--- config.mk ---
export PLATFORM = sky130hd
export DESIGN_NAME = flash_host_ctrl
export DESIGN_NICKNAME = d
export VERILOG_FILES = /design/src/design/flash_host_pkg.sv /design/src/design/flash_host_ctrl.sv
export SDC_FILE = /design/constraint.sdc
export NUM_CORES = 1
export LEC_CHECK = 0
export BUFFER_PORTS_ARGS = -buffer_cell sky130_fd_sc_hd__clkbuf_2
export CORE_MARGIN = 2
export CORE_UTILIZATION = 45
export CTS_CLUSTER_DIAMETER = 50
export DETAILED_ROUTE_END_ITERATION = 10
export GPL_ROUTABILITY_DRIVEN = 1
export GPL_TIMING_DRIVEN = 0
export PLACE_DENSITY_LB_ADDON = 0.08
export SETUP_SLACK_MARGIN = 0.15
export SYNTH_ARGS = -nofsm -noshare
export SYNTH_HDL_FRONTEND = slang
export SYNTH_SLANG_ARGS = --single-unit
--- constraint.sdc ---
create_clock -name i_clk -period 2.1 [get_ports i_clk]
set_input_delay 0.21 -clock i_clk [delete_from_list [all_inputs] [get_ports i_clk]]
set_output_delay 0.21 -clock i_clk [all_outputs]
set_load 0.01 [all_outputs]
--- src/design/flash_host_pkg.sv ---
/*
  Constants for the flash write-status host controller: command codes,
  status bit positions, controller register offsets and strobe timing.
  Assumes a 50 MHz controller clock and a byte-wide asynchronous flash.
*/
package flash_host_pkg;
  // controller register offsets (word index on the plain port)
  localparam logic [3:0] REG_CTRL   = 4'h0;
  localparam logic [3:0] REG_ADDR   = 4'h1;
  localparam logic [3:0] REG_WDATA  = 4'h2;
  localparam logic [3:0] REG_STATUS = 4'h3;
  localparam logic [3:0] REG_RDATA  = 4'h4;
  // control fields: command code in [3:0], go bit
  localparam int CTRL_GO_BIT = 8;
  // commands taken by the controller
  localparam logic [3:0] CMD_READ     = 4'h0;
  localparam logic [3:0] CMD_RESET    = 4'h1;
  localparam logic [3:0] CMD_PROGRAM  = 4'h2;
  localparam logic [3:0] CMD_CHIP_ERS = 4'h3;
  localparam logic [3:0] CMD_SECT_ERS = 4'h4;
  localparam logic [3:0] CMD_SUSPEND  = 4'h5;
  localparam logic [3:0] CMD_RESUME   = 4'h6;
  localparam logic [3:0] CMD_AUTOSEL  = 4'h7;
  localparam logic [3:0] CMD_POLL     = 4'h8;
  // flash command bytes
  localparam logic [7:0] FL_UNLOCK1  = 8'haa;
  localparam logic [7:0] FL_UNLOCK2  = 8'h55;
  localparam logic [7:0] FL_AUTOSEL  = 8'h90;
  localparam logic [7:0] FL_PROGRAM  = 8'ha0;
  localparam logic [7:0] FL_ERASE    = 8'h80;
  localparam logic [7:0] FL_CHIP     = 8'h10;
  localparam logic [7:0] FL_SECTOR   = 8'h30;
  localparam logic [7:0] FL_SUSPEND  = 8'hb0;
  localparam logic [7:0] FL_RESUME   = 8'h30;
  localparam logic [7:0] FL_RESET    = 8'hf0;
  // status bit positions on the byte lines
  localparam int POLL_BIT   = 7;
  localparam int TOGGLE1    = 6;
  localparam int LIMIT_BIT  = 5;
  localparam int WINDOW_BIT = 3;
  localparam int TOGGLE2    = 2;
  // address widths and sector fields
  localparam int ADDR_W      = 21;
  localparam int SECT_LSB    = 16;
  localparam int GROUP_LSB   = 18;
  // strobe timing: each phase held at least this long
  localparam int CLK_MHZ      = 50;
  localparam int STROBE_NS    = 80;
  localparam int STROBE_CYC   = (STROBE_NS * CLK_MHZ + 999) / 1000;
  localparam logic [3:0] STROBE_CNT = 4'(STROBE_CYC);
endpackage : flash_host_pkg

--- src/design/flash_host_ctrl.sv ---
/*
  Host-side controller that drives a byte-wide asynchronous flash through
  chip select, write strobe and output enable, sends command sequences and
  watches write-operation status by polling and toggle reads.
  Assumes the flash ready/busy pin is pulled up outside; byte lines are a
  two-way bus resolved by the surroundings from o_data_oe_n.
*/
// The implementer's own choices: the plain strobed port and the placing of the registers.
`timescale 1ns/1ps

// Notes on behaviour
// flash latches address late, data early
// sector picked by top five address bits
// group picked by top three address bits
// command cycles are writes except reads
// upper ten address bits ignored in unlocks
// host sends reset after autoselect or limit
// autoselect fourth cycle is a read
// group verify reads 00h or 01h
// suspend only during sector erase
// resume only while suspended
// polling bit inverted until program done
// protected program: status about 2 us
// erase polling bit 0, then 1
// all protected erase: status about 100 us
// host rereads data after polling flips
// ready_busy_flag open drain, low when busy
// first toggle bit flips each busy read
// first toggle valid after last write
// protected ops toggle briefly then stop
// toggle stops on suspend, resumes programming
// second toggle flips in erasing sectors
// limit bit high marks failed operation
// toggle bits invert per read, then freeze
module flash_host_ctrl #(
  parameter int ADDR_W = flash_host_pkg::ADDR_W
) (
  // clock and reset
  input  wire logic              i_clk,
  input  wire logic              i_rst,
  // software register port
  input  wire logic [3:0]        i_reg_addr,
  input  wire logic [31:0]       i_reg_wdata,
  input  wire logic              i_reg_wr,
  input  wire logic              i_reg_rd,
  output logic      [31:0]       o_reg_rdata,
  // flash strobes and address
  output logic                   o_ce_n,
  output logic                   o_we_n,
  output logic                   o_oe_n,
  output logic [ADDR_W-1:0]      o_addr,
  // flash byte lines, output enable low while driving
  input  wire logic [7:0]        i_byte_lines,
  output logic      [7:0]        o_byte_lines,
  output logic                   o_data_oe_n,
  // flash ready_busy_flag pin
  input  wire logic              i_ready_busy_flag
);

  typedef enum {ST_IDLE, ST_SETUP, ST_STROBE, ST_HOLD, ST_NEXT, ST_DONE} state_e;

  state_e              state;
  logic [3:0]          cmd;
  logic [ADDR_W-1:0]   addr_reg;
  logic [7:0]          wdata_reg;
  logic [2:0]          step;
  logic [2:0]          last_step;
  logic                step_read;
  logic [3:0]          timer;
  logic                busy;
  logic [7:0]          rdata;
  logic [7:0]          prev_read;
  logic                prev_valid;
  logic                toggling;
  logic                toggling2;
  logic                poll_done;
  logic                limit_hit;
  logic                limit_pend;
  logic                toggle_seen;
  logic                need_reset;
  logic                autosel_mode;
  logic [1:0]          rb_sync;
  logic [7:0]          d_sync1;
  logic [7:0]          d_sync2;
  logic [ADDR_W-1:0]   cyc_addr;
  logic [7:0]          cyc_data;

  // sequence length function: index of the last bus cycle of a command
  function automatic logic [2:0] seq_len(input logic [3:0] c);
    unique case (c)
      flash_host_pkg::CMD_READ,
      flash_host_pkg::CMD_POLL,
      flash_host_pkg::CMD_RESET,
      flash_host_pkg::CMD_SUSPEND,
      flash_host_pkg::CMD_RESUME:   seq_len = 3'h0;
      flash_host_pkg::CMD_PROGRAM,
      flash_host_pkg::CMD_AUTOSEL:  seq_len = 3'h3;
      default:                      seq_len = 3'h5;
    endcase
  endfunction : seq_len

  // address and data of the current bus cycle
  always_comb begin
    cyc_addr = '0;                                  // unlocks use zero upper bits
    cyc_data = flash_host_pkg::FL_UNLOCK1;
    unique case (step)
      3'h0: cyc_data = flash_host_pkg::FL_UNLOCK1;
      3'h1: cyc_data = flash_host_pkg::FL_UNLOCK2;
      3'h2: begin
        if (cmd == flash_host_pkg::CMD_PROGRAM) cyc_data = flash_host_pkg::FL_PROGRAM;
        else if (cmd == flash_host_pkg::CMD_AUTOSEL) cyc_data = flash_host_pkg::FL_AUTOSEL;
        else cyc_data = flash_host_pkg::FL_ERASE;
      end
      3'h3: begin
        cyc_data = (cmd == flash_host_pkg::CMD_PROGRAM) ? wdata_reg : flash_host_pkg::FL_UNLOCK1;
        if (cmd != flash_host_pkg::CMD_CHIP_ERS && cmd != flash_host_pkg::CMD_SECT_ERS)
          cyc_addr = addr_reg;                      // program or verify address
      end
      3'h4: cyc_data = flash_host_pkg::FL_UNLOCK2;
      default: begin
        if (cmd == flash_host_pkg::CMD_SECT_ERS) begin
          cyc_data = flash_host_pkg::FL_SECTOR;
          cyc_addr = {addr_reg[ADDR_W-1:flash_host_pkg::SECT_LSB],
                      (flash_host_pkg::SECT_LSB)'(0)}; // sector by top bits
        end else begin
          cyc_data = flash_host_pkg::FL_CHIP;
        end
      end
    endcase
    if (last_step == 3'h0) begin
      cyc_addr = addr_reg;
      unique case (cmd)
        flash_host_pkg::CMD_RESET:   cyc_data = flash_host_pkg::FL_RESET;
        flash_host_pkg::CMD_SUSPEND: cyc_data = flash_host_pkg::FL_SUSPEND;
        flash_host_pkg::CMD_RESUME:  cyc_data = flash_host_pkg::FL_RESUME;
        default:                     cyc_data = wdata_reg;
      endcase
    end
  end

  // a read is the last cycle of read, poll and autoselect
  assign step_read = (cmd == flash_host_pkg::CMD_READ) || (cmd == flash_host_pkg::CMD_POLL) ||
                     (cmd == flash_host_pkg::CMD_AUTOSEL && step == last_step);

  // pin synchronisers
  always_ff @(posedge i_clk) begin
    if (i_rst) begin
      rb_sync <= 2'h3;
      d_sync1 <= 8'h00;
      d_sync2 <= 8'h00;
    end else begin
      rb_sync <= {rb_sync[0], i_ready_busy_flag};
      d_sync1 <= i_byte_lines;
      d_sync2 <= d_sync1;
    end
  end

  // bus sequencer: one strobe per bus cycle
  always_ff @(posedge i_clk) begin
    if (i_rst) begin
      state       <= ST_IDLE;
      step        <= 3'h0;
      last_step   <= 3'h0;
      timer       <= 4'h0;
      o_ce_n      <= 1'b1;
      o_we_n      <= 1'b1;
      o_oe_n      <= 1'b1;
      o_addr      <= '0;
      o_byte_lines <= 8'h00;
      o_data_oe_n <= 1'b1;
    end else begin
      unique case (state)
        ST_IDLE: begin
          if (busy) begin
            step      <= 3'h0;
            last_step <= seq_len(cmd);
            state     <= ST_SETUP;
          end
        end
        ST_SETUP: begin
          // address stable before strobe falls, latched at later edge
          o_addr       <= cyc_addr;
          o_byte_lines <= cyc_data;
          o_data_oe_n  <= step_read;
          o_ce_n       <= 1'b0;
          timer        <= flash_host_pkg::STROBE_CNT;
          state        <= ST_STROBE;
        end
        ST_STROBE: begin
          o_we_n <= step_read;
          o_oe_n <= !step_read;
          if (timer == 4'h0) state <= ST_HOLD;
          else timer <= timer - 4'h1;
        end
        ST_HOLD: begin
          // write strobe rises first, data held past it
          o_we_n <= 1'b1;
          o_oe_n <= 1'b1;
          timer  <= flash_host_pkg::STROBE_CNT;
          state  <= ST_NEXT;
        end
        ST_NEXT: begin
          o_ce_n <= 1'b1;
          if (timer != 4'h0) begin
            timer <= timer - 4'h1;
          end else begin
            o_data_oe_n <= 1'b1;
            if (step == last_step) state <= ST_DONE;
            else begin
              step  <= step + 3'h1;
              state <= ST_SETUP;
            end
          end
        end
        ST_DONE: state <= ST_IDLE;
      endcase
    end
  end

  // first toggle bit moved between the last two reads of one poll run
  assign toggle_seen = prev_valid && (prev_read[flash_host_pkg::TOGGLE1] !=
                                      d_sync2[flash_host_pkg::TOGGLE1]);

  // commands, status of the last read and toggle tracking
  always_ff @(posedge i_clk) begin
    if (i_rst) begin
      busy         <= 1'b0;
      cmd          <= flash_host_pkg::CMD_READ;
      addr_reg     <= '0;
      wdata_reg    <= 8'h00;
      rdata        <= 8'h00;
      prev_read    <= 8'h00;
      prev_valid   <= 1'b0;
      toggling     <= 1'b0;
      toggling2    <= 1'b0;
      poll_done    <= 1'b0;
      limit_hit    <= 1'b0;
      limit_pend   <= 1'b0;
      autosel_mode <= 1'b0;
    end else begin
      if (i_reg_wr && !busy) begin
        unique case (i_reg_addr)
          flash_host_pkg::REG_ADDR:  addr_reg  <= i_reg_wdata[ADDR_W-1:0];
          flash_host_pkg::REG_WDATA: wdata_reg <= i_reg_wdata[7:0];
          flash_host_pkg::REG_CTRL: begin
            cmd  <= i_reg_wdata[3:0];
            busy <= i_reg_wdata[flash_host_pkg::CTRL_GO_BIT];
            if (i_reg_wdata[3:0] != flash_host_pkg::CMD_POLL) prev_valid <= 1'b0;
          end
          default: ;
        endcase
      end
      if (state == ST_DONE) begin
        busy <= 1'b0;
        if (cmd == flash_host_pkg::CMD_AUTOSEL) autosel_mode <= 1'b1;
        if (cmd == flash_host_pkg::CMD_RESET) begin
          autosel_mode <= 1'b0;                     // reset returns to array reads
          limit_hit    <= 1'b0;
        end
      end
      // capture read data at the end of the read strobe
      if (state == ST_HOLD && step_read) begin
        rdata      <= d_sync2;
        prev_read  <= d_sync2;
        prev_valid <= 1'b1;
        // compare toggle bits of two reads in a row
        toggling  <= toggle_seen;
        toggling2 <= prev_valid && (prev_read[flash_host_pkg::TOGGLE2] !=
                                    d_sync2[flash_host_pkg::TOGGLE2]);
        // polling bit equal to expected datum means done
        poll_done <= d_sync2[flash_host_pkg::POLL_BIT] == wdata_reg[flash_host_pkg::POLL_BIT];
        // limit bit beside a toggle needs one more toggling read: the op may
        // just have ended and the byte now shows array data with bit 5 set
        limit_pend <= toggle_seen && d_sync2[flash_host_pkg::LIMIT_BIT];
        if (limit_pend && toggle_seen) limit_hit <= 1'b1;  // failed op, reset due
      end
    end
  end

  // a limit or autoselect leaves the flash needing the reset command
  assign need_reset = limit_hit || autosel_mode;

  // register read data, one cycle after the strobe
  always_ff @(posedge i_clk) begin
    if (i_rst) begin
      o_reg_rdata <= 32'h0000_0000;
    end else if (i_reg_rd) begin
      unique case (i_reg_addr)
        flash_host_pkg::REG_CTRL:   o_reg_rdata <= {23'h0, busy, 4'h0, cmd};
        flash_host_pkg::REG_ADDR:   o_reg_rdata <= {(32-ADDR_W)'(0), addr_reg};
        flash_host_pkg::REG_WDATA:  o_reg_rdata <= {24'h0, wdata_reg};
        // ready_busy_flag low means the flash is busy
        flash_host_pkg::REG_STATUS: o_reg_rdata <= {25'h0, need_reset, limit_hit, poll_done,
                                                    toggling2, toggling, !rb_sync[1], busy};
        // software rereads after polling flips before trusting data
        flash_host_pkg::REG_RDATA:  o_reg_rdata <= {24'h0, rdata};
        default:                    o_reg_rdata <= 32'h0000_0000;
      endcase
    end else begin
      o_reg_rdata <= 32'h0000_0000;
    end
  end

endmodule : flash_host_ctrl

# Yosys cells after proc, flatten, opt, wreduce, memory -nomap -nowiden
# Cells that the tools add are included.
totals:
  regBits: 174
  in_bits: 49
  word_cells: 150
classes:
  add_sub_neg: 2
  eq_ne: 35
  mux: 40
  n_bitwise: 1
  reduce_logical: 46
ops:
  columns: ["cell", "n"]
  rows:
  - ["32-bit case mux with 6 select lines", 1]
  - ["21-bit case mux with 5 select lines", 1]
  - ["32-bit by 3-bit equality test with 1-bit output (second input constant)", 3]
  - ["32-bit two-way mux", 3]
  - ["32-bit by 2-bit equality test with 1-bit output (second input constant)", 2]
  - ["21-bit two-way mux", 3]
  - ["21-bit case mux with 2 select lines", 1]
  - ["32-bit by 1-bit equality test with 1-bit output (second input constant)", 1]
  - ["32-bit by 4-bit equality test with 1-bit output (second input constant)", 1]
  - ["32-bit zero test", 1]
  - ["8-bit case mux with 4 select lines", 1]
  - ["8-bit case mux with 3 select lines", 1]
  - ["4-bit by 3-bit equality test with 1-bit output (second input constant)", 5]
  - ["8-bit two-way mux", 2]
  - ["2-bit nonzero test", 7]
  - ["4-bit by 2-bit equality test with 1-bit output (second input constant)", 3]
  - ["4-bit zero test", 3]
  - ["3-bit two-way mux", 4]
  - ["6-bit two-way mux", 2]
  - ["2-bit != test (second input constant)", 6]
  - ["3-bit case mux with 2 select lines", 2]
  - ["4-bit case mux with 3 select lines", 1]
  - ["2-bit AND reduction", 6]
  - ["1-bit two-way mux", 11]
  - ["other kinds (28)", 53]

# Logic depth before layout (Yosys ltp)
logic_depth:
  ltp_word: 6
  depth_mapped: 8
  mapped_depth_nobuf: 6

# Worst setup path after synthesis
# Ideal clock, no wire load.
synth_timing:
  path_type: "reg-to-reg"
  startpoint: "register step[0]"
  endpoint: "register o_byte_lines[4]"
  setup_ps: 117
  arrival_time_ps: 1566
  path_slack_ps: 416
  stages_incl_launch_ff: 7
  path_buffers: 0
  synth_period_minus_slack_ps: 1684
  cell_sequence: "dfxtp_1 > inv_1 > ha_1 > mux2_2 > a311oi_1 > nand3_1 > a32o_1"
synth_between:
  elab_chain_len: 4
  word_cells_on_any_way: 8
synth_lines:
  columns: ["element", "line", "source"]
  rows:
  - ["start: declaration", "flash_host_ctrl.sv:66", "logic [2:0] step;"]
  - ["start signal: assignment", "flash_host_ctrl.sv:210", "step <= step + 3'h1;"]
  - ["3-bit equality test / 3-bit by 1-bit equality test with 1-bit output (equally long branches)", "flash_host_ctrl.sv:106", "unique case (step)"]
  - ["2-bit OR reduction (no line)", null, null]
  - ["8-bit case mux with 4 select lines *", "flash_host_ctrl.sv:106", null]
  - ["8-bit two-way mux *", "flash_host_ctrl.sv:130", "if (last_step == 3'h0) begin"]
  - ["end signal: assignment", "flash_host_ctrl.sv:183", "o_byte_lines <= cyc_data;"]
  - ["end: declaration", "flash_host_ctrl.sv:54", "output logic [7:0] o_byte_lines,"]
# Every way passes the cells marked *; elsewhere a longest branch is shown, timed or not.
# A chain may end at the register's enable or synchronous reset.

# Worst setup path after layout
layout_timing:
  startpoint: "register state[0]"
  endpoint: "register toggling"
layout_between:
  elab_chain_len: 2
layout_lines:
  columns: ["element", "line", "source"]
  rows:
  - ["start: declaration", "flash_host_ctrl.sv:62", "state_e state;"]
  - ["start signal: assignment", "flash_host_ctrl.sv:161", "state <= ST_IDLE;"]
  - ["start signal: assignment", "flash_host_ctrl.sv:177", "state <= ST_SETUP;"]
  - ["start signal: assignment", "flash_host_ctrl.sv:187", "state <= ST_STROBE;"]
  - ["32-bit by 3-bit equality test with 1-bit output", "flash_host_ctrl.sv:262", "if (state == ST_HOLD && step_read) begin"]
  - ["1-bit logical AND", "flash_host_ctrl.sv:262", null]
  - ["end signal: assignment", "flash_host_ctrl.sv:267", "toggling <= toggle_seen;"]
  - ["end: declaration", "flash_host_ctrl.sv:74", "logic toggling;"]
# Every way passes these cells.

==> run summary <==
The simple-gate share of the synthesized area was 22.9%. Counting flops with a built-in enable in the synthesized netlist gives 0. Buffers inserted during clock tree synthesis total 17. The most instantiated flip-flop cell in the synthesis netlist is dfxtp_1.

The flow ran to the end, and the final reports show no timing, DRC or antenna violations. The busiest layer in global routing is met2. Summed over all failing endpoints, the final setup total negative slack is 0 ps. The post-route fraction of the period consumed by the critical path was 90.2%. Full die area: 0.0138 mm². Excluding fillers, the count of instances in the completed layout stands at 963. The largest area contributor in the synthesized netlist was dfxtp_1.

In the routed layout, each cell is associated on average with a via count of 5.52. After detailed routing, the total wire length is 16.3 mm. The number of endpoints with negative hold slack in the final report was 0; the sequential share of the synthesized area was 46.1%.

The main combinational cell family by area after synthesis is simple AND/OR/NAND/NOR gates. Cell at the root of the clock tree: clkbuf_16. Leaving out fill and tap cells, the most frequent cells in the layout are 132 x dfxtp_1, 92 x clkbuf_2, 83 x nand2_1. The first global-routing pass estimated 26.3 mm of wire.

CTS saw 134 sinks. The logs give 1160 for the fill cell instance count of the final layout and 0.0126 mm² for the core outline area. For the half-perimeter wire length after detailed placement, the log shows 11.8 mm.

Initial antenna violation count: 0. The run gives 38.9% as the met2 global-route usage. The time the final worst path needs with I/O delays and setup is 1890 ps. The sum of overflow across all layers after global routing was 0; the iteration-0 DRC count of the detailed router was 415.

The post-route netlist has 23.1% of its cells at a drive strength greater than 1. The chip height is 118 µm, and the final routed wire length divided by cell count is 16.9 µm. Measured against its own limit, the worst slew margin works out to 31.8%. At the later pin of the worst-skew pair, clock insertion delay measures 430 ps.

Global routing consumed, on the met3 layer, 6.35% of the routing resources. The cell row count is 41, and the global placement routability congestion is 0.917. Global routing consumed, over all layers together, 24.0% of the routing resources. The tool flagged a number of max-cap violations equal to 0. The peak clock frequency supported by timing was 528 MHz; the count of nets left with antenna violations after detail routing was 0.

The Yosys step of the flow raised 0 warnings. The worst-case IR drop observed on VDD is 0.000636 V. The run gives 911 as the instance count after placement with tap cells included. The run gives 46.1% as the starting utilization of the core area. In this run the biggest area consumer among cell types represents 46.1% of the synthesized area.

The synthesized-area fraction occupied by ao, oa, aoi and oai cells came out at 20.7%. The clock arrives with 9.42 ps of skew. In the routed design, unresolved DRC markers number 0.

Counting every instance in the synthesized netlist gives 639. The number of antenna cells inserted is 0, and the power per unit of standard cell area is 806 mW/mm². The start of the worst register-to-register path is state[0]. Setup violations remaining at the end of the flow were counted as 0. At the pin with the least slew margin, the transition time is 1010 ps. The tools report the synthesized area as 0.00581 mm².

Number of port buffers: 90. Critical path start-end classification: reg -> reg. In this run, synthesis produced a sequential element count of 134. The via count of the first global-routing pass is 5022, and the I/O pin count is 114. The critical path starts at state[0].

From synthesis to final layout, the design area changed by 27.0%. The H-tree was split into 4 levels. Fraction of the mapped netlist area in adder cells: 1.51%.

The kind of launch point of the worst setup path is a register. The total power draw came out at 5.95 mW. In this run the horizontal extent of the chip is 118 µm. Yosys attributes the largest share of cell area to dfxtp_1 46%, nand2_1 5.4%, a21oi_1 4.8%. The critical path capture point type is a register. The run gives 0 as the final max-slew violation count. The xor and xnor fraction of the mapped netlist area works out to 1.18%. Setup repair after global routing could not meet its margin everywhere. Averaged over all synthesized cells, the footprint is 9.10 µm².

The worst-case clock buffer depth was 2. The min-delay analysis places its worst path in the category in -> reg. The clock slew seen by the registers of the worst setup and hold paths is 60 ps, and the leakage power of the design is 2.90 nW. The largest fanout on the critical path came out at 10.

Counting flops with an async set or reset pin after synthesis yields a share of 0%. The maximum number of pins on one net before global-route repair came out at 17. The commonest non-fill, non-tap cell in the layout is dfxtp_1.

The data required time of the worst path was 2410 ps; the number of optimization iterations in the first detailed-route pass was 5. Global routing used 31.1% of the available met1 tracks. The share of cell area taken by muxes after synthesis is 1.59%, and the number of nets in the finished design is 834. In this run the most critical hold path is launched from i_byte_lines[3].

For the worst setup path, the data arrival time is 2210 ps. The number of different library cells used by synthesis comes to 72. TritonCTS built the clock tree.

The number of vias after detailed routing is 5317.
-- cells by family (layout without fill, tap and decap cells) --
family	after synthesis	after routing
AND/OR/NAND/NOR	240	240
AO/OA/AOI/OAI	172	172
flip-flops	134	134
buffers and inverters	69	211
multiplexers	9	9
adder cells (fa/ha/maj)	7	7
XOR/XNOR	7	7
other	1	11
-- final timing paths --
| path | end | slack [ps] | depth (start not counted) |
|---|---|---|---|
| setup / recovery | toggling | 210 | 4 |
| hold / removal | d_sync1[3] | 10 | 2 |
| setup reg to reg | toggling | 210 | 4 |
| hold reg to reg | rb_sync[1] | 430 | 1 |
-- where the power goes --
part / total [mW] / leakage [nW] / switching (mW) / internal, mW
combinational: 0.286 / 1.52 / 0.170 / 0.117
clock: 3.07 / 0.291 / 1.06 / 2.01
sequential: 2.59 / 1.08 / 0.0201 / 2.57
-- Yosys cell counts, drive strengths merged (4+ instances only) --
library cell,number
a22o,22
nor4b,9
nor2b,34
a32o,4
buf,34
nand2,84
nand2b,5
nor2,19
xnor2,4
dfxtp,134
ha,7
a221o,7
a21oi,56
and4,6
a311o,5
a31oi,7
a222oi,8
nand3,24
a22oi,8
and2,13
or2,4
mux2i,7
clkbuf,21
nand3b,4
nor3b,4
inv,14
o21ai,20
nor3,11
-- repair_timing --
action                                 CTS  global route
endpoints found under the hold margin   16             0
pin swaps                                0             2
setup buffers                            0             4
hold buffers                            16             0
setup endpoints to repair               18            27
gates resized for setup                  4            21
-- layout make-up --
class | instances | area (µm²) | share of cell area (%)
multi-input combinational | 446 | 2880 | 39.0
buffer | 55 | 298 | 4.03
tap | 172 | 215 | 2.92
sequential | 134 | 2690 | 36.4
clock buffer | 23 | 458 | 6.20
inverter | 14 | 52.6 | 0.712
clock inverter | 9 | 150 | 2.03
timing repair buffer | 110 | 641 | 8.68
-- metrics by stage --
| step | util, % | instance area [µm²] | hold slack (ps) | setup slack (ps) |
|---|---|---|---|---|
| 2_1_floorplan | - | 5850 | 314 | 416 |
| 3_3_place_gp | 51.6 | 6520 | 397 | 71.4 |
| 3_5_place_dp | 51.6 | 6520 | 405 | 55.1 |
| 4_1_cts | 57.9 | 7300 | 1.43 | 151 |
| 5_1_grt | 58.5 | 7380 | 27.9 | 60.9 |
| 6_report | 58.5 | 7380 | 11.8 | 205 |
-- worst max-delay path: stages, from the launching register on --
cell and delay (ps):
dfxtp_1 440, buf_2 280, nand3b_1 340, clkbuf_2 330
a311o_1 390
-- routing by layer --
metal  wire, µm  part of all wire, %  up-vias
met1       7270                   45     2519
li1           -                    -     2591
met5          0                    0        -
met2       7750                   48      180
met3        974                  6.0       27
met4        314                  1.9        0
No activity file was read; power rests on OpenSTA's default activity.
